[config.mk]
export PLATFORM = sky130hd
export DESIGN_NAME = nvdr_bank
export DESIGN_NICKNAME = d
export VERILOG_FILES = /design/src/logic/nvdr_pkg.sv /design/src/logic/nvdr_bank.sv
export SDC_FILE = /design/constraint.sdc
export NUM_CORES = 1
export LEC_CHECK = 0
export BUFFER_PORTS_ARGS = -buffer_cell sky130_fd_sc_hd__clkbuf_2
export CORE_ASPECT_RATIO = 0.8
export CORE_UTILIZATION = 51
export DETAILED_ROUTE_END_ITERATION = 7
export PLACE_DENSITY = 0.85
export SLEW_MARGIN = 10
export SYNTH_ARGS = -nofsm -noshare
export SYNTH_HDL_FRONTEND = slang
export SYNTH_SLANG_ARGS = --single-unit
[constraint.sdc]
create_clock -name mclk -period 2.7 [get_ports mclk]
set_input_delay 0.54 -clock mclk [delete_from_list [all_inputs] [get_ports mclk]]
set_output_delay 0.54 -clock mclk [all_outputs]
set_load 0.005 [all_outputs]
[src/logic/nvdr_pkg.sv]
// constants for the nonvolatile default register bank
package nvdr_pkg;

  // ==========================================================
  // register offsets
  localparam logic [7:0] NVDR_OFS_ALERT_MASK_FIRST  = 8'h22;
  localparam logic [7:0] NVDR_OFS_ALERT_MASK_SECOND = 8'h23;
  localparam logic [7:0] NVDR_OFS_FAULT_RECORD      = 8'h24;
  localparam logic [7:0] NVDR_OFS_ADC_ALARM_RECORD  = 8'h25;
  localparam logic [7:0] NVDR_OFS_SWITCH_FAULT_TMO  = 8'h26;
  localparam logic [7:0] NVDR_OFS_AUX_PIN_SETUP     = 8'h27;
  localparam logic [7:0] NVDR_OFS_AUX_VOLT_LOW      = 8'h28;
  localparam logic [7:0] NVDR_OFS_AUX_VOLT_HIGH     = 8'h29;
  localparam logic [7:0] NVDR_OFS_SRC_VOLT_LOW      = 8'h2a;
  localparam logic [7:0] NVDR_OFS_SRC_VOLT_HIGH     = 8'h2b;
  localparam logic [7:0] NVDR_OFS_SHUNT_VOLT_LOW    = 8'h2c;
  localparam logic [7:0] NVDR_OFS_SHUNT_VOLT_HIGH   = 8'h2d;
  localparam logic [7:0] NVDR_OFS_WATTS_LOW         = 8'h2e;
  localparam logic [7:0] NVDR_OFS_WATTS_HIGH        = 8'h2f;
  localparam int         NVDR_NUM_BYTES             = 14;

  // ==========================================================
  // shipped contents
  localparam logic [7:0] NVDR_RST_LOW  = 8'h00;
  localparam logic [7:0] NVDR_RST_HIGH = 8'hff;
  localparam logic [NVDR_NUM_BYTES-1:0][7:0] NVDR_RST_IMAGE = {
    NVDR_RST_HIGH, NVDR_RST_LOW,  // watts high, low
    NVDR_RST_HIGH, NVDR_RST_LOW,  // shunt volt high, low
    NVDR_RST_HIGH, NVDR_RST_LOW,  // source volt high, low
    NVDR_RST_HIGH, NVDR_RST_LOW,  // aux volt high, low
    NVDR_RST_LOW,                 // aux pin setup
    NVDR_RST_HIGH,                // switch fault timeout
    NVDR_RST_LOW,  NVDR_RST_LOW,  // adc alarm record, fault record
    NVDR_RST_LOW,  NVDR_RST_LOW   // alert masks
  };
  localparam logic [7:0] NVDR_RST_READ = 8'h00;

  // ==========================================================
  // timing
  localparam int NVDR_MCLK_KHZ       = 10000;
  localparam int NVDR_NV_WRITE_US    = 1000;
  localparam int NVDR_NV_WRITE_CYC   = NVDR_NV_WRITE_US * NVDR_MCLK_KHZ / 1000;
  localparam int NVDR_REBOOT_MS      = 3200;
  localparam int NVDR_REBOOT_CYC     = NVDR_REBOOT_MS * NVDR_MCLK_KHZ;
  localparam int NVDR_WR_CNT_W       = 16;
  localparam int NVDR_BOOT_CNT_W     = 26;

  // ==========================================================
  // sequencer states
  typedef enum logic [2:0] {
    NVDR_ST_BOOT = 3'b001,
    NVDR_ST_RUN  = 3'b010,
    NVDR_ST_OFF  = 3'b100
  } nvdr_state_t;

endpackage

[src/logic/nvdr_bank.sv]
// nonvolatile default register bank with event log capture
`timescale 1ns/100ps
`default_nettype none

module nvdr_bank
  import nvdr_pkg::*;
#(
  parameter int NV_WRITE_CYC = nvdr_pkg::NVDR_NV_WRITE_CYC,
  parameter int REBOOT_CYC   = nvdr_pkg::NVDR_REBOOT_CYC
) (
  // clock and reset
  input  wire logic                                   mclk,
  input  wire logic                                   reset,
  // register port from the serial interface
  input  wire logic [7:0]                             reg_addr,
  input  wire logic [7:0]                             reg_wdata,
  input  wire logic                                   reg_wr,
  input  wire logic                                   reg_rd,
  output var  logic [7:0]                             reg_rdata,
  output var  logic                                   reg_rvalid,
  output var  logic                                   reg_hit,
  output var  logic                                   wr_refused,
  // volatile records and control from the core
  input  wire logic [7:0]                             fault_record,
  input  wire logic [7:0]                             adc_alarm_record,
  input  wire logic                                   fault_log_en,
  input  wire logic                                   restore_fault_en,
  input  wire logic                                   reboot_req,
  input  wire logic                                   restart_en,
  // defaults and sequencing toward the core
  output var  logic [nvdr_pkg::NVDR_NUM_BYTES-1:0][7:0] nv_image,
  output var  logic                                   load_defaults,
  output var  logic                                   restore_fault,
  output var  logic                                   host_ready,
  output var  logic                                   core_off,
  output var  logic                                   restart,
  output var  logic                                   nv_busy
);
  import nvdr_pkg::*;

  // ==========================================================
  // state
  typedef struct packed {
    // sequencer
    nvdr_state_t                       state;
    logic [NVDR_BOOT_CNT_W-1:0]        boot_cnt;
    // bank contents and log edge detect
    logic [NVDR_NUM_BYTES-1:0][7:0]    nv;
    logic [7:0]                        flt_prev;
    logic [7:0]                        adc_prev;
    logic                              flt_pend;
    logic                              adc_pend;
    // write engine
    logic                              busy;
    logic [NVDR_WR_CNT_W-1:0]          wr_cnt;
    // host answers
    logic [7:0]                        rdata;
    logic                              rvalid;
    logic                              hit;
    logic                              refused;
    // core sequencing
    logic                              load;
    logic                              restore;
    logic                              ready;
    logic                              off;
    logic                              restart;
  } nvdr_regs_t;

  // ==========================================================
  // reset contents
  // shipped bank image
  localparam nvdr_regs_t NVDR_RST_REGS = '{
    state:    NVDR_ST_BOOT,
    boot_cnt: '0,
    nv:       NVDR_RST_IMAGE,
    flt_prev: NVDR_RST_LOW,
    adc_prev: NVDR_RST_LOW,
    flt_pend: 1'b0,
    adc_pend: 1'b0,
    busy:     1'b0,
    wr_cnt:   '0,
    rdata:    NVDR_RST_READ,
    rvalid:   1'b0,
    hit:      1'b0,
    refused:  1'b0,
    load:     1'b0,
    restore:  1'b0,
    ready:    1'b0,
    off:      1'b0,
    restart:  1'b0
  };

  nvdr_regs_t q;
  nvdr_regs_t d;

  // ==========================================================
  // slots and counter end points
  // slot of each byte inside the packed image
  localparam logic [3:0] SLOT_MASK_FIRST =
    4'(NVDR_OFS_ALERT_MASK_FIRST - NVDR_OFS_ALERT_MASK_FIRST);
  localparam logic [3:0] SLOT_MASK_SECOND =
    4'(NVDR_OFS_ALERT_MASK_SECOND - NVDR_OFS_ALERT_MASK_FIRST);
  localparam logic [3:0] SLOT_FAULT =
    4'(NVDR_OFS_FAULT_RECORD - NVDR_OFS_ALERT_MASK_FIRST);
  localparam logic [3:0] SLOT_ADC =
    4'(NVDR_OFS_ADC_ALARM_RECORD - NVDR_OFS_ALERT_MASK_FIRST);
  localparam logic [3:0] SLOT_SW_TMO =
    4'(NVDR_OFS_SWITCH_FAULT_TMO - NVDR_OFS_ALERT_MASK_FIRST);
  localparam logic [3:0] SLOT_PIN_SETUP =
    4'(NVDR_OFS_AUX_PIN_SETUP - NVDR_OFS_ALERT_MASK_FIRST);
  localparam logic [3:0] SLOT_AUX_LOW =
    4'(NVDR_OFS_AUX_VOLT_LOW - NVDR_OFS_ALERT_MASK_FIRST);
  localparam logic [3:0] SLOT_AUX_HIGH =
    4'(NVDR_OFS_AUX_VOLT_HIGH - NVDR_OFS_ALERT_MASK_FIRST);
  localparam logic [3:0] SLOT_SRC_LOW =
    4'(NVDR_OFS_SRC_VOLT_LOW - NVDR_OFS_ALERT_MASK_FIRST);
  localparam logic [3:0] SLOT_SRC_HIGH =
    4'(NVDR_OFS_SRC_VOLT_HIGH - NVDR_OFS_ALERT_MASK_FIRST);
  localparam logic [3:0] SLOT_SHUNT_LOW =
    4'(NVDR_OFS_SHUNT_VOLT_LOW - NVDR_OFS_ALERT_MASK_FIRST);
  localparam logic [3:0] SLOT_SHUNT_HIGH =
    4'(NVDR_OFS_SHUNT_VOLT_HIGH - NVDR_OFS_ALERT_MASK_FIRST);
  localparam logic [3:0] SLOT_WATTS_LOW =
    4'(NVDR_OFS_WATTS_LOW - NVDR_OFS_ALERT_MASK_FIRST);
  localparam logic [3:0] SLOT_WATTS_HIGH =
    4'(NVDR_OFS_WATTS_HIGH - NVDR_OFS_ALERT_MASK_FIRST);
  localparam logic [NVDR_WR_CNT_W-1:0] WR_LAST =
    NVDR_WR_CNT_W'(NV_WRITE_CYC - 1);
  localparam logic [NVDR_BOOT_CNT_W-1:0] BOOT_LAST =
    NVDR_BOOT_CNT_W'(REBOOT_CYC - 1);

  // ==========================================================
  // address decode
  function automatic logic in_bank(input logic [7:0] a);
    in_bank = (a >= NVDR_OFS_ALERT_MASK_FIRST) && (a <= NVDR_OFS_WATTS_HIGH);
  endfunction

  // one arm per byte so each offset lands on its own slot
  function automatic logic [3:0] bank_idx(input logic [7:0] a);
    unique case (a)
      NVDR_OFS_ALERT_MASK_FIRST:  bank_idx = SLOT_MASK_FIRST;
      NVDR_OFS_ALERT_MASK_SECOND: bank_idx = SLOT_MASK_SECOND;
      NVDR_OFS_FAULT_RECORD:      bank_idx = SLOT_FAULT;
      NVDR_OFS_ADC_ALARM_RECORD:  bank_idx = SLOT_ADC;
      NVDR_OFS_SWITCH_FAULT_TMO:  bank_idx = SLOT_SW_TMO;
      NVDR_OFS_AUX_PIN_SETUP:     bank_idx = SLOT_PIN_SETUP;
      NVDR_OFS_AUX_VOLT_LOW:      bank_idx = SLOT_AUX_LOW;
      NVDR_OFS_AUX_VOLT_HIGH:     bank_idx = SLOT_AUX_HIGH;
      NVDR_OFS_SRC_VOLT_LOW:      bank_idx = SLOT_SRC_LOW;
      NVDR_OFS_SRC_VOLT_HIGH:     bank_idx = SLOT_SRC_HIGH;
      NVDR_OFS_SHUNT_VOLT_LOW:    bank_idx = SLOT_SHUNT_LOW;
      NVDR_OFS_SHUNT_VOLT_HIGH:   bank_idx = SLOT_SHUNT_HIGH;
      NVDR_OFS_WATTS_LOW:         bank_idx = SLOT_WATTS_LOW;
      NVDR_OFS_WATTS_HIGH:        bank_idx = SLOT_WATTS_HIGH;
      default:                    bank_idx = SLOT_MASK_FIRST;
    endcase
  endfunction

  function automatic logic rising(input logic [7:0] cur,
                                  input logic [7:0] prev);
    rising = |(cur & ~prev);
  endfunction

  // a log event needs the enable and a bit going high
  function automatic logic log_event(input logic       en,
                                     input logic [7:0] cur,
                                     input logic [7:0] prev);
    log_event = en && rising(cur, prev);
  endfunction

  // hand one byte to the write engine and open its busy window
  function automatic nvdr_regs_t start_write(input nvdr_regs_t s,
                                             input logic [3:0] idx,
                                             input logic [7:0] val);
    nvdr_regs_t r;
    r         = s;
    r.nv[idx] = val;
    r.busy    = 1'b1;
    r.wr_cnt  = '0;
    return r;
  endfunction

  // boot load, reboot entry and the timed restart
  function automatic nvdr_regs_t seq_step(input nvdr_regs_t s,
                                          input logic       restore_en,
                                          input logic       reboot,
                                          input logic       go_en);
    nvdr_regs_t r;
    r = s;
    unique case (s.state)
      NVDR_ST_BOOT: begin
        r.load  = 1'b1;
        r.ready = 1'b1;
        r.state = NVDR_ST_RUN;
        r.restore = restore_en;
      end
      NVDR_ST_RUN: begin
        if (reboot) begin
          r.state    = NVDR_ST_OFF;
          r.off      = 1'b1;
          r.load     = 1'b1;
          r.boot_cnt = '0;
        end
      end
      NVDR_ST_OFF: begin
        r.boot_cnt = s.boot_cnt + 1'b1;
        if (s.boot_cnt == BOOT_LAST) begin
          r.state   = NVDR_ST_RUN;
          r.off     = 1'b0;
          r.restart = go_en;
        end
      end
      default: begin
        r.state = NVDR_ST_BOOT;
      end
    endcase
    return r;
  endfunction

  // ==========================================================
  // next state
  always_comb begin
    logic host_wr;
    logic host_hit;
    host_wr  = 1'b0;
    host_hit = 1'b0;

    // pulses drop unless something below raises them
    d          = q;
    d.load     = 1'b0;
    d.restore  = 1'b0;
    d.restart  = 1'b0;
    d.rvalid   = 1'b0;
    d.refused  = 1'b0;
    d.flt_prev = fault_record;
    d.adc_prev = adc_alarm_record;

    // sequencer
    d = seq_step(d, restore_fault_en, reboot_req, restart_en);

    // host access, gated until the first load is done
    host_hit = q.ready && in_bank(reg_addr);
    host_wr  = reg_wr && host_hit;
    if (reg_rd && q.ready) begin
      d.rvalid = 1'b1;
      d.hit    = host_hit;
      d.rdata  = host_hit ? q.nv[bank_idx(reg_addr)] : NVDR_RST_READ;
    end

    // write engine, log copies ahead of host writes
    if (q.busy) begin
      d.wr_cnt = q.wr_cnt + 1'b1;
      if (q.wr_cnt == WR_LAST) begin
        d.busy = 1'b0;
      end
      // host write while busy is dropped and flagged
      d.refused = host_wr;
    end else if (q.flt_pend) begin
      d          = start_write(d, SLOT_FAULT, fault_record);
      d.flt_pend = 1'b0;
      d.refused  = host_wr;
    end else if (q.adc_pend) begin
      d          = start_write(d, SLOT_ADC, adc_alarm_record);
      d.adc_pend = 1'b0;
      d.refused  = host_wr;
    end else if (host_wr) begin
      d = start_write(d, bank_idx(reg_addr), reg_wdata);
    end

    // log only when enabled on a rising bit, set wins
    if (log_event(fault_log_en, fault_record, q.flt_prev)) begin
      d.flt_pend = 1'b1;
    end
    if (log_event(fault_log_en, adc_alarm_record, q.adc_prev)) begin
      d.adc_pend = 1'b1;
    end
  end

  // ==========================================================
  // registers, shipped contents on reset
  always_ff @(posedge mclk) begin
    if (reset) begin
      q <= NVDR_RST_REGS;
    end else begin
      q <= d;
    end
  end

  // ==========================================================
  // outputs, all straight from the state register
  // register answers
  assign reg_rdata     = q.rdata;
  assign reg_rvalid    = q.rvalid;
  assign reg_hit       = q.hit;
  assign wr_refused    = q.refused;

  assign nv_image      = q.nv;

  assign load_defaults = q.load;
  assign restore_fault = q.restore;
  assign host_ready    = q.ready;
  assign core_off      = q.off;
  assign restart       = q.restart;

  assign nv_busy       = q.busy;

endmodule

`default_nettype wire

=== Word-level counts from Yosys, hierarchy flattened ===
Memories as Yosys holds them, arrays and structs flattened.
Index checks and enable logic that the tools add are counted.

* Bits of input ports: 40
* RAM bits: 0
* Logic and storage cells: 109
* Output and inout bits: 129
* Bits in registers: 192
* Bits in read-only memories: 512
* Bits in latches: 0
* Memories: 2

{| class="wikitable"
|+ Memories
! memory !! depth !! bits a word !! read ports !! clocked after memory_dff !! wr ports !! line !! text
|-
| (no name shown) || 64 || 4 || 1 || 0 || 0 || nvdr_bank.sv:140 || <nowiki>unique case (a)</nowiki>
|-
| (no name shown) || 64 || 4 || 1 || 0 || 0 || nvdr_bank.sv:140 ||
|}

* Add/sub/neg operators: 2
* Magnitude comparators: 5
* Multipliers: 0
* Muxes and demuxes: 36
* Bitwise operators: 7
* Shift operators: 0
* Equality and inequality tests: 9
* Divide/modulo/power cells: 0
* Reductions and logical operators: 17

{| class="wikitable"
|+ Operators with widths
! kind !! number
|-
| two-way mux 83 bit || 2
|-
| bitwise mux 112 bit || 1
|-
| two-way mux 75 bit || 1
|-
| one-hot mux 26 bit (2 select lines) || 1
|-
| binary-select mux 8 bit (select 4 bit) || 1
|-
| demux 8 bit (select 4 bit) || 1
|-
| two-way mux 29 bit || 1
|-
| two-way mux 4 bit || 7
|-
| adder 26 x 1 -> 26 bit (second input constant) || 1
|-
| equality test 26 x 25 -> 1 bit (second input constant) || 1
|-
| two-way mux 8 bit || 3
|-
| two-way mux 10 bit || 2
|-
| two-way mux 18 bit || 1
|-
| two-way mux 17 bit || 1
|-
| adder 16 x 1 -> 16 bit (second input constant) || 1
|-
| bitwise AND 8 bit || 2
|-
| equality test 16 x 14 -> 1 bit (second input constant) || 1
|-
| inverter 8 bit || 2
|-
| OR reduction 8 bit || 2
|-
| less-than comparator 4 x 5 -> 1 bit (second input constant) || 2
|-
| one-hot mux 3 bit (3 select lines) || 1
|-
| greater-or-equal comparator 8 x 6 -> 1 bit (second input constant) || 1
|-
| <= comparator 8 x 6 -> 1 bit (second input constant) || 1
|-
| inequality test 2 x 1 -> 1 bit (second input constant) || 4
|-
| 17 further kinds || 35
|}

=== Longest topological paths before layout ===
Gate-level depths: netlist (run 1).

* Depth in word-level cells: 18
* Mapped depth: 9
* Depth with buffers taken out: 8

=== Least setup slack after synthesis (run 1) ===
No wires, ideal clock.

* Path kind: input port to flip-flop
* Start point: input port reg_addr[7]
* End point: register q, in the netlist nv_image[100]
* Stages: 8
* Arrival time: 2.638 ns
* Setup slack: -0.066 ns
* Path buffers: 3
* Data required time: 2.572 ns
* Library setup time: 0.128 ns
* Cells stage by stage: or4b_1 -> buf_2 -> or4b_2 -> buf_2 -> or3_1 -> buf_2 -> mux2i_1 -> nor2_1

* Cells in the longest elaborated chain, start to end: 11
* Elaborated cells on any way between the ends: 18
* Classes of those cells: order compare (4); mux (8); reduce/logical (6)

{| class="wikitable"
|+ RTL lines
! element !! line !! text
|-
| start: declaration || nvdr_bank.sv:15 || <nowiki>input wire logic [7:0] reg_addr,</nowiki>
|-
| zero test 2 bit || nvdr_bank.sv:140 ||
|-
| two-way mux 4 bit || nvdr_bank.sv:140 ||
|-
| two-way mux 4 bit || nvdr_bank.sv:266 || <nowiki>end else if (host_wr) begin</nowiki>
|-
| two-way mux 4 bit || nvdr_bank.sv:262 || <nowiki>end else if (q.adc_pend) begin</nowiki>
|-
| two-way mux 4 bit || nvdr_bank.sv:258 || <nowiki>end else if (q.flt_pend) begin</nowiki>
|-
| two-way mux 4 bit || nvdr_bank.sv:251 || <nowiki>if (q.busy) begin</nowiki>
|-
| less-than comparator 4 x 5 -> 1 bit (implied by the code) / greater-or-equal comparator 4 x 1 -> 1 bit (equally long branches) || nvdr_bank.sv:177 || <nowiki>r.nv[idx] = val;</nowiki>
|-
| logical AND 1 bit (implied by the code) || nvdr_bank.sv:177 ||
|-
| two-way mux 8 bit (implied by the code) || nvdr_bank.sv:177 ||
|-
| demux 8 bit (select 4 bit) || nvdr_bank.sv:177 ||
|-
| bitwise mux 112 bit || nvdr_bank.sv:177 ||
|-
| end signal: assignment || nvdr_bank.sv:283 || <nowiki>q <= NVDR_RST_REGS;</nowiki>
|-
| end signal: assignment || nvdr_bank.sv:285 || <nowiki>q <= d;</nowiki>
|-
| end: declaration || nvdr_bank.sv:93 || <nowiki>nvdr_regs_t q;</nowiki>
|}

Several ways; a longest one is shown, not always the timed one. The select of a mux whose other input is x is not followed.
A chain may end at the register's enable or synchronous reset.

=== Worst setup path after layout (run 1) ===
* Start point: input port reg_addr[7]
* End point: register q, in the netlist nv_image[31]

* Cells in the longest elaborated chain, start to end: 13
* Elaborated cells on any way between the ends: 21
* Classes of those cells: order compare (4); mux (10); reduce/logical (7)

{| class="wikitable"
|+ RTL lines
! element !! line
|-
| zero test 2 bit || nvdr_bank.sv:140
|-
| two-way mux 4 bit || nvdr_bank.sv:140
|-
| two-way mux 4 bit || nvdr_bank.sv:266
|-
| two-way mux 4 bit || nvdr_bank.sv:262
|-
| two-way mux 4 bit || nvdr_bank.sv:258
|-
| two-way mux 4 bit || nvdr_bank.sv:251
|-
| less-than comparator 4 x 5 -> 1 bit (implied by the code) / greater-or-equal comparator 4 x 1 -> 1 bit (equally long branches) || nvdr_bank.sv:177
|-
| logical AND 1 bit (implied by the code) || nvdr_bank.sv:177
|-
| two-way mux 8 bit (implied by the code) || nvdr_bank.sv:177
|-
| demux 8 bit (select 4 bit) || nvdr_bank.sv:177
|-
| bitwise mux 112 bit || nvdr_bank.sv:177
|-
| two-way mux 83 bit || nvdr_bank.sv:266
|-
| two-way mux 83 bit || nvdr_bank.sv:262
|}

Several ways; a longest one is shown, not always the timed one. The select of a mux whose other input is x is not followed.

==> run_results.csv, run 1 <==
group,metric,value,unit
status,status,"finished, final reports clean",
layout,fill_cells,1670,
cts,cts_buffers,17,
logic_synthesis,synth_seq_cells,192,
worst_setup_path,cp.arrival,2.88,ns
layout,fin_nets,1288,
drt,drt-total-wl,29100,um
worst_setup_path,end_kind,"register",
die,die_area,19900,um2
layout,finish.instance_area,10900,um2
worst_setup_path,worst-setup-path-type,"in -> reg",
drt,viasPerCell,6.11,
die,start_util,0.520,
timing,post-route-period-util,0.937,
power,p_sw_frac,0.263,
layout,final_cell_mix,"dfxtp_1 (192), clkbuf_2 (167), nor2_1 (159)",
worst_setup_path,rr_worst_depth,6,
layout,final_common_cell,"dfxtp_1",
drt,dr.pass1.iters,5,
power,switching_power,1.60,mW
timing,setup_viol,0,
logic_synthesis,postSynthAreaPerCell,8.25,um2
global_routing,antenna_found_initial,1,
cts,cts_sinks,192,
cts,clk_root_buffer_cell,"clkbuf_16",
placement,place_area,10300,um2
global_routing,track_usage,0.292,
cts,cts_hold_buffers,0,
timing,rsz0062_at_grt,"no",
global_routing,grt_pass1_vias,8075,
drt,drt_iter0_markers,1208,
logic_synthesis,async_reset_ff_frac,0,
die,die_w,157,um
cts,cts.path.max_buffers,2,
power,internal_power,4.48,mW
global_routing,grt_max_degree,185,
logic_synthesis,syn-num-nets,1239,
flow_run,drv_cap,0,
die,io_pins,169,
die,rows,45,
timing,skew,0.0100,ns
global_routing,grt_pass1_wl,44600,um
cts,h-tree-depth,4,
worst_setup_path,cp-endpoint,"nv_image[31]$_SDFFE_PP0P_",
power,irDropWorstVdd,0.000377,V
timing,fin_hold_ws,0.341,ns
logic_synthesis,synth.distinct_cells,66,
die,die_h,126,um
power,p_leak,4.59,nW
worst_setup_path,worst-path-max-fanout,16,
cts,clkLatencyLatePin,0.44,ns
drt,wl_per_cell,19.2,um
placement,gp_congestion,1.00,
timing,fmaxAchievable,0.395,GHz
timing,slew-limit-headroom,0.430,
worst_setup_path,required,3.05,ns
layout,layout-drive-gt1-share,0.225,
power,powerDensity,556,nW/um2
logic_synthesis,syn_inst,1194,
power,p_clk_frac,0.426,
cts,cts_tree,"yes",
cts,post_cts_buffers,0,
timing,hold_viol,0,
worst_setup_path,startpoint_type,"input port",
layout,diodes,0,
worst_hold_path,hp-class,"in -> reg",
logic_synthesis,syn_area,9850,um2
die,coreArea,18900,um2
worst_setup_path,r2r_slack,0.23,ns
logic_synthesis,ys_seq_area_frac,0.390,
logic_synthesis,yosysWarningCount,0,
drt,num_vias,9251,
cts,clk_pin_slew,0.07,ns
cts,cts.repair.resized,0,
power,comb_power_share,0.093,
worst_setup_path,r2r_start,"q[191]$_SDFFE_PP0P_",
worst_setup_path,timing.critical_path.from,"reg_addr[7]",
logic_synthesis,ys.flop_type,"dfxtp_1",
logic_synthesis,synth_edf_count,0,
placement,hpwl,20400,um
timing,min_period,2.53,ns
drt,ant_nets,0,
timing,drv_slew,0,
placement,port_buffers,168,
global_routing,grt-ovfl-total,0,
drt,route.detailed.drc,0,
timing,tightest_slew,0.855,ns
power,pwr-share-seq,0.480,
worst_setup_path,r2r-end,"q[188]$_SDFFE_PP0P_",
layout,areaGrowthSynthToFinish,11.1,%
==> routing by layer <==
metal	wire (um)	GRT usage
met5	0	0
met3	3440	0.0702
met1	12500	0.425
met4	588	0.0828
met2	12600	0.426
==> logic make-up after synthesis <==
| logic type | after synthesis | share of synthesized area |
|---|---|---|
| compound gates | 278 | 0.190 |
| fa+ha+maj | 5 | 0.00635 |
| buf+inv | 227 | 0.134 |
| flops | 192 | 0.390 |
| mux | 60 | 0.0616 |
| simple gates | 432 | 0.218 |
==> metrics by stage <==
stage | TNS [ns] | total power, mW | utilization | instances | worst slack, ns
2_1_floorplan | -0.665 | 3.32 | - | 1194 | -0.0558
4_1_cts | 0 | 6.07 | 0.578 | 1514 | 0.204
3_5_place_dp | -11.84 | 3.53 | 0.547 | 1482 | -0.261
6_report | 0 | 6.08 | 0.578 | 1514 | 0.171
3_3_place_gp | -8.97 | 3.52 | 0.547 | 1482 | -0.188
5_1_grt | 0 | 6.25 | 0.578 | 1514 | 0.00999
==> worst max-delay path: stages <==
cell	delay [ns]
clkbuf_2	0.07
or4b_1	0.65
buf_4	0.26
a2111oi_2	0.47
nand4_1	0.16
buf_4	0.22
a21oi_1	0.21
a211oi_1	0.10
nor3_1	0.18
==> cell type report <==
type                    instances  area, um2  share of cell area
flip-flops and latches        192       3840               0.351
well taps                     258        323              0.0295
inverters                      31        116              0.0106
clock inverters                13        154              0.0141
repair buffers                226       1350               0.124
multi-input cells             775       4700               0.430
clock buffers                  19        443              0.0405
==> worst min-delay path by stage <==
stage / start / to / slack (ns) / depth (start not counted)
final: adc_alarm_record[7] / q[42]$_SDFF_PP0_ / 0.34 / 3
after global routing: restart_en / restart$_SDFF_PP0_ / 0.33 / 2
after CTS: adc_alarm_record[7] / q[42]$_SDFF_PP0_ / 0.33 / 3
after detailed placement: reg_rdata[6]$_SDFFE_PP0P_ / reg_rdata[6]$_SDFFE_PP0P_ / 0.46 / 1
after global placement: q[169]$_SDFFE_PP0P_ / q[169]$_SDFFE_PP0P_ / 0.46 / 1
after floorplan: q[169]$_SDFFE_PP0P_ / q[169]$_SDFFE_PP0P_ / 0.44 / 1
==> Yosys cell counts, types with 12 or more instances <==
cell | instances | share of area
nand2_1 | 85 | 0.032
nand3_1 | 37 | 0.019
mux2i_1 | 55 | 0.056
dfxtp_1 | 192 | 0.39
a21oi_1 | 70 | 0.036
nand3b_1 | 24 | 0.018
buf_4 | 121 | 0.092
a211oi_1 | 13 | 0.0099
inv_1 | 31 | 0.012
a211o_1 | 24 | 0.021
clkbuf_1 | 66 | 0.025
o21ai_0 | 58 | 0.029
o22ai_1 | 17 | 0.011
nor2b_1 | 19 | 0.012
nor2_1 | 159 | 0.061
nor3_1 | 34 | 0.017
o211ai_1 | 12 | 0.0092
==> power by group through the flow <==
stage               combinational, mW  sequential (mW)  clock (mW)
floorplan                       0.351             2.97           0
global placement                0.535             2.98           0
detailed placement              0.547             2.98           0
CTS                             0.551             2.92        2.60
global route                    0.609             2.92        2.72
finish                          0.568             2.92        2.59
==> flip-flops by register name (all words and copies together) (netlist names) <==
signal / cells
nv_image: 112
q: 63
reg_rdata: 8
core_off: 1
host_ready: 1
load_defaults: 1
nv_busy: 1
reg_hit: 1
reg_rvalid: 1
restart: 1
restore_fault: 1
wr_refused: 1
Power figures use the tool's default switching activity.
==> run 2: changes to the inputs <==
CORE_UTILIZATION = 55   (was 51)
PLACE_DENSITY = 0.87   (was 0.85)
clock period = 3 ns   (was 2.7 ns; I/O delays follow)
==> run 2 against run 1 <==
  * Total power is 12% lower
  * Non-clock buffer count is 14 lower
  * Sequential share of layout area is 0.71 points higher
  * Worst hold slack better by 0.058 ns
  * Die area is 7.2% lower
  * Design area is 2.0% lower
  * Largest cell class unchanged
  * Highest routed layer unchanged
==> run_results.csv, run 2 (synthesis results as in run 1) <==
group,metric,value,unit
placement,gp_congestion,1.02,
worst_setup_path,required,3.33,ns
drt,drt-total-wl,28800,um
global_routing,grt_pass1_wl,44100,um
cts,h-tree-depth,4,
layout,fin_nets,1274,
die,coreArea,17400,um2
cts,cts_sinks,192,
power,p_leak,4.49,nW
cts,cts_buffers,17,
worst_setup_path,startpoint_type,"input port",
cts,clk_pin_slew,0.08,ns
cts,clk_root_buffer_cell,"clkbuf_16",
timing,skew,0.00958,ns
timing,drv_slew,0,
cts,cts_tree,"yes",
timing,post-route-period-util,0.885,
worst_setup_path,cp.arrival,2.99,ns
timing,tightest_slew,0.823,ns
drt,ant_nets,0,
drt,wl_per_cell,19.7,um
drt,viasPerCell,6.30,
timing,slew-limit-headroom,0.451,
die,die_w,152,um
cts,cts.repair.resized,0,
global_routing,antenna_found_initial,0,
worst_setup_path,critPathBufInv,1,
global_routing,track_usage,0.314,
placement,port_buffers,168,
placement,place_area,10100,um2
layout,final_cell_mix,"dfxtp_1 (192), clkbuf_2 (167), nor2_1 (159)",
timing,hold_viol,0,
power,powerDensity,501,nW/um2
flow_run,drv_cap,0,
worst_setup_path,crit_chain,"clkbuf_2, or4b_1, or4_4, nand2b_4, nor2b_4, nor2b_1, a211o_1",
placement,dp_cells,1435,
layout,final_common_cell,"dfxtp_1",
worst_setup_path,end_kind,"register",
layout,layout-drive-gt1-share,0.216,
timing,fin_hold_ws,0.399,ns
drt,dr.pass1.iters,7,
status,status,"finished, final reports clean",
layout,final_cells,1467,
global_routing,grt-ovfl-total,0,
layout,finish.instance_area,10700,um2
die,rows,43,
placement,hpwl,19800,um
global_routing,grt_max_degree,185,
layout,diodes,0,
worst_setup_path,worst-setup-path-type,"in -> reg",
timing,min_period,2.65,ns
drt,num_vias,9248,
cts,cts_hold_buffers,0,
die,io_pins,169,
cts,post_cts_buffers,0,
die,die_h,122,um
worst_setup_path,worst-path-max-fanout,15,
layout,areaGrowthSynthToFinish,8.90,%
drt,route.detailed.drc,0,
global_routing,grt_pass1_vias,8025,
power,irDropWorstVdd,0.000384,V
die,start_util,0.565,
layout,fin_util,0.615,
layout,largest_reg_flops,112,
worst_setup_path,cp_top_family,"simple AND/OR/NAND/NOR gates",
timing,rsz0062_at_grt,"no",
timing,fmaxAchievable,0.377,GHz
worst_hold_path,hp-class,"in -> reg",
layout,fill_cells,1465,
cts,clkLatencyLatePin,0.45,ns
die,die_area,18400,um2
power,finalPower,5.37,mW
worst_setup_path,slowest_stage,"or4b_1",
worst_setup_path,max_stage_delay,0.67,ns
cts,cts.path.max_buffers,2,
drt,drt_iter0_markers,1186,
timing,setup_viol,0,
## run 2: cell count changes in the layout (fill, tap and decap cells not counted), sizes merged
cell / before / now
buf: 59 / 45
bufinv: 2 / 1
clkbuf: 186 / 184
inv: 35 / 37
clkinv: 6 / 5
clkinvlp: 1 / 3
## run 2: metrics by stage
| step | setup WS, ns | TNS (ns) |
|---|---|---|
| floorplan | 0.174 | 0 |
| CTS | 0.395 | 0 |
| global placement | 0.0139 | 0 |
| global route | 0.255 | 0 |
| detailed placement | -0.0342 | -0.171 |
| finish | 0.346 | 0 |
## run 2: area by class of cell
type                    instances  area [um2]  area share
multi-input cells             775        4700       0.439
flip-flops and latches        192        3840       0.359
repair buffers                212        1200       0.112
clock buffers                  17         425      0.0397
well taps                     225         282      0.0263
clock inverters                15         154      0.0144
inverters                      31         116      0.0109
## run 2: path summary, 6_finish.rpt
path / cells after the start / endpoint / startpoint / slack, ns
max: 7 / nv_image[74]$_SDFFE_PP1P_ / reg_addr[7] / 0.35
min: 2 / restart$_SDFF_PP0_ / restart_en / 0.40
max reg2reg: 6 / nv_image[74]$_SDFFE_PP1P_ / q[34]$_SDFFE_PP0P_ / 0.51
min reg2reg: 1 / q[169]$_SDFFE_PP0P_ / q[169]$_SDFFE_PP0P_ / 0.49
## run 2: report_power, final
part / internal (mW) / switching (mW) / leakage (nW) / total [mW]
clock network: 1.17 / 1.08 / 0.277 / 2.26
logic: 0.161 / 0.322 / 2.66 / 0.483
registers: 2.59 / 0.0429 / 1.56 / 2.63
total: 3.92 / 1.45 / 4.49 / 5.37
## run 2: routing by layer
| layer | wire length [um] | up-vias | GRT usage |
|---|---|---|---|
| met5 | 0 | - | 0 |
| met4 | 720 | 0 | 0.108 |
| met3 | 3370 | 73 | 0.0749 |
| met2 | 12600 | 596 | 0.466 |
| met1 | 12100 | 4395 | 0.443 |
| li1 | - | 4184 | - |
==> run 3: changes to the inputs <==
CORE_MARGIN = 1   (was default)
clock period = 2.6 ns   (was 3 ns; I/O delays follow)
==> run 3 against run 2 <==
  * Design area grew 1.6%
  * Critical endpoint is now reg_rdata[4]$_SDFFE_PP0P_
  * Count of clock-buffer cells in the layout grew 3
  * Register-to-register slack lost 0.23 ns
  * Die area unchanged
  * Sequential share of layout area is 0.57 points lower
==> run_results.csv, run 3 (synthesis results as in run 1) <==
group,metric,value,unit
status,status,"finished, final reports clean",
cts,h-tree-depth,4,
cts,cts_hold_buffers,0,
power,powerDensity,571,nW/um2
worst_setup_path,worst-setup-path-type,"in -> reg",
global_routing,grt_pass1_wl,44700,um
die,die_area,18400,um2
timing,tightest_slew,1.01,ns
global_routing,grt_max_degree,100,
flow_run,drv_cap,0,
drt,ant_nets,0,
cts,clk_pin_slew,0.07,ns
die,die_w,152,um
power,p_leak,4.60,nW
layout,multi_input_area,4710,um2
cts,cts_sinks,192,
die,coreArea,17400,um2
drt,viasPerCell,6.23,
layout,seq_area,3840,um2
drt,wl_per_cell,19.3,um
timing,fin_hold_ws,0.318,ns
drt,route.detailed.drc,0,
worst_setup_path,worst-path-max-fanout,5,
die,rows,43,
die,io_pins,169,
cts,cts_buffers,17,
placement,port_buffers,168,
die,start_util,0.565,
layout,fin_nets,1294,
drt,dr.pass1.iters,7,
worst_setup_path,rr_worst_depth,6,
cts,cts.path.max_buffers,2,
cts,cts_tree,"yes",
placement,pre_cts_slack,-0.304,ns
cts,clk_root_buffer_cell,"clkbuf_16",
layout,final_cell_mix,"dfxtp_1 (192), clkbuf_2 (167), nor2_1 (159)",
global_routing,grt_pass1_vias,8288,
placement,gp_congestion,0.991,
die,die_h,122,um
layout,fill_cells,1460,
worst_setup_path,end_kind,"register",
cts,clkLatencyLatePin,0.44,ns
global_routing,grt-ovfl-total,0,
layout,largest_reg_flops,112,
power,irDropWorstVdd,0.000405,V
timing,setup_viol,0,
timing,slew-limit-headroom,0.327,
worst_hold_path,hp-class,"in -> reg",
layout,layout-drive-gt1-share,0.229,
worst_setup_path,required,2.93,ns
layout,areaGrowthSynthToFinish,10.7,%
global_routing,track_usage,0.318,
drt,drt_iter0_markers,1109,
timing,min_period,2.51,ns
worst_hold_path,min_path_cells,3,
drt,num_vias,9253,
timing,post-route-period-util,0.967,
worst_setup_path,cp.arrival,2.85,ns
global_routing,antenna_found_initial,1,
timing,hold_viol,0,
timing,rsz0062_at_grt,"no",
cts,post_cts_buffers,0,
worst_setup_path,startpoint_type,"input port",
timing,fmaxAchievable,0.398,GHz
timing,worst_slack,0.0855,ns
cts,cts.repair.resized,0,
layout,final_cells,1486,
layout,final_common_cell,"dfxtp_1",
placement,dp_cells,1455,
timing,drv_slew,0,
placement,hpwl,20400,um
drt,drt-total-wl,28700,um
timing,skew,0.00893,ns
## run 3: cell types whose count changed in the layout (fill, tap and decap cells not counted), sizes merged
| cell | change |
|---|---|
| clkinvlp | -1 |
| bufinv | +1 |
| clkbuf | +3 |
| clkinv | +1 |
| inv | -6 |
| diode | +1 |
| buf | +20 |
## run 3: layout make-up
type / instances / area share
multi-input combinational: 775 / 0.432
antenna: 1 / 0.000230
inverter: 31 / 0.0107
sequential: 192 / 0.353
clock inverter: 10 / 0.0103
clock buffer: 20 / 0.0428
timing repair buffer: 232 / 0.125
tap: 225 / 0.0258
## run 3: worst paths after layout
path	start	endpoint	slack, ns
setup / recovery	reg_addr[7]	reg_rdata[4]$_SDFFE_PP0P_	0.09
hold reg to reg	reg_hit$_SDFFE_PP0P_	reg_hit$_SDFFE_PP0P_	0.48
hold / removal	adc_alarm_record[6]	q[41]$_SDFF_PP0_	0.32
setup reg to reg	q[191]$_SDFFE_PP0P_	q[188]$_SDFFE_PP0P_	0.28
## run 3: report_power, final
group          switching (mW)  internal (mW)
logic                   0.382          0.199
clock network            1.14           1.48
registers              0.0399           2.99
## run 3: worst max-delay path: stages
cell	delay (ns)
clkbuf_2	0.07
or4b_1	0.64
or4b_2	0.72
buf_4	0.19
a221o_1	0.27
o21ai_0	0.12
a211oi_1	0.09
a22o_1	0.21
## run 3: per-layer routing
metal,up-vias,GRT usage,share of wire
li1,4234,-,-
met4,2,0.133,0.033
met2,577,0.450,0.42
met5,-,0,0.00049
met1,4358,0.436,0.41
met3,82,0.111,0.13
## run 3: through the flow
step           power (mW)  cell area [um2]   util  setup TNS (ns)
2_1_floorplan        3.45             9880      -           -3.01
3_3_place_gp         3.64            10300  0.592          -14.59
3_5_place_dp         3.66            10300  0.592          -17.81
4_1_cts              6.20            10900  0.625               0
5_1_grt              6.41            10900  0.625               0
6_report             6.22            10900  0.625               0
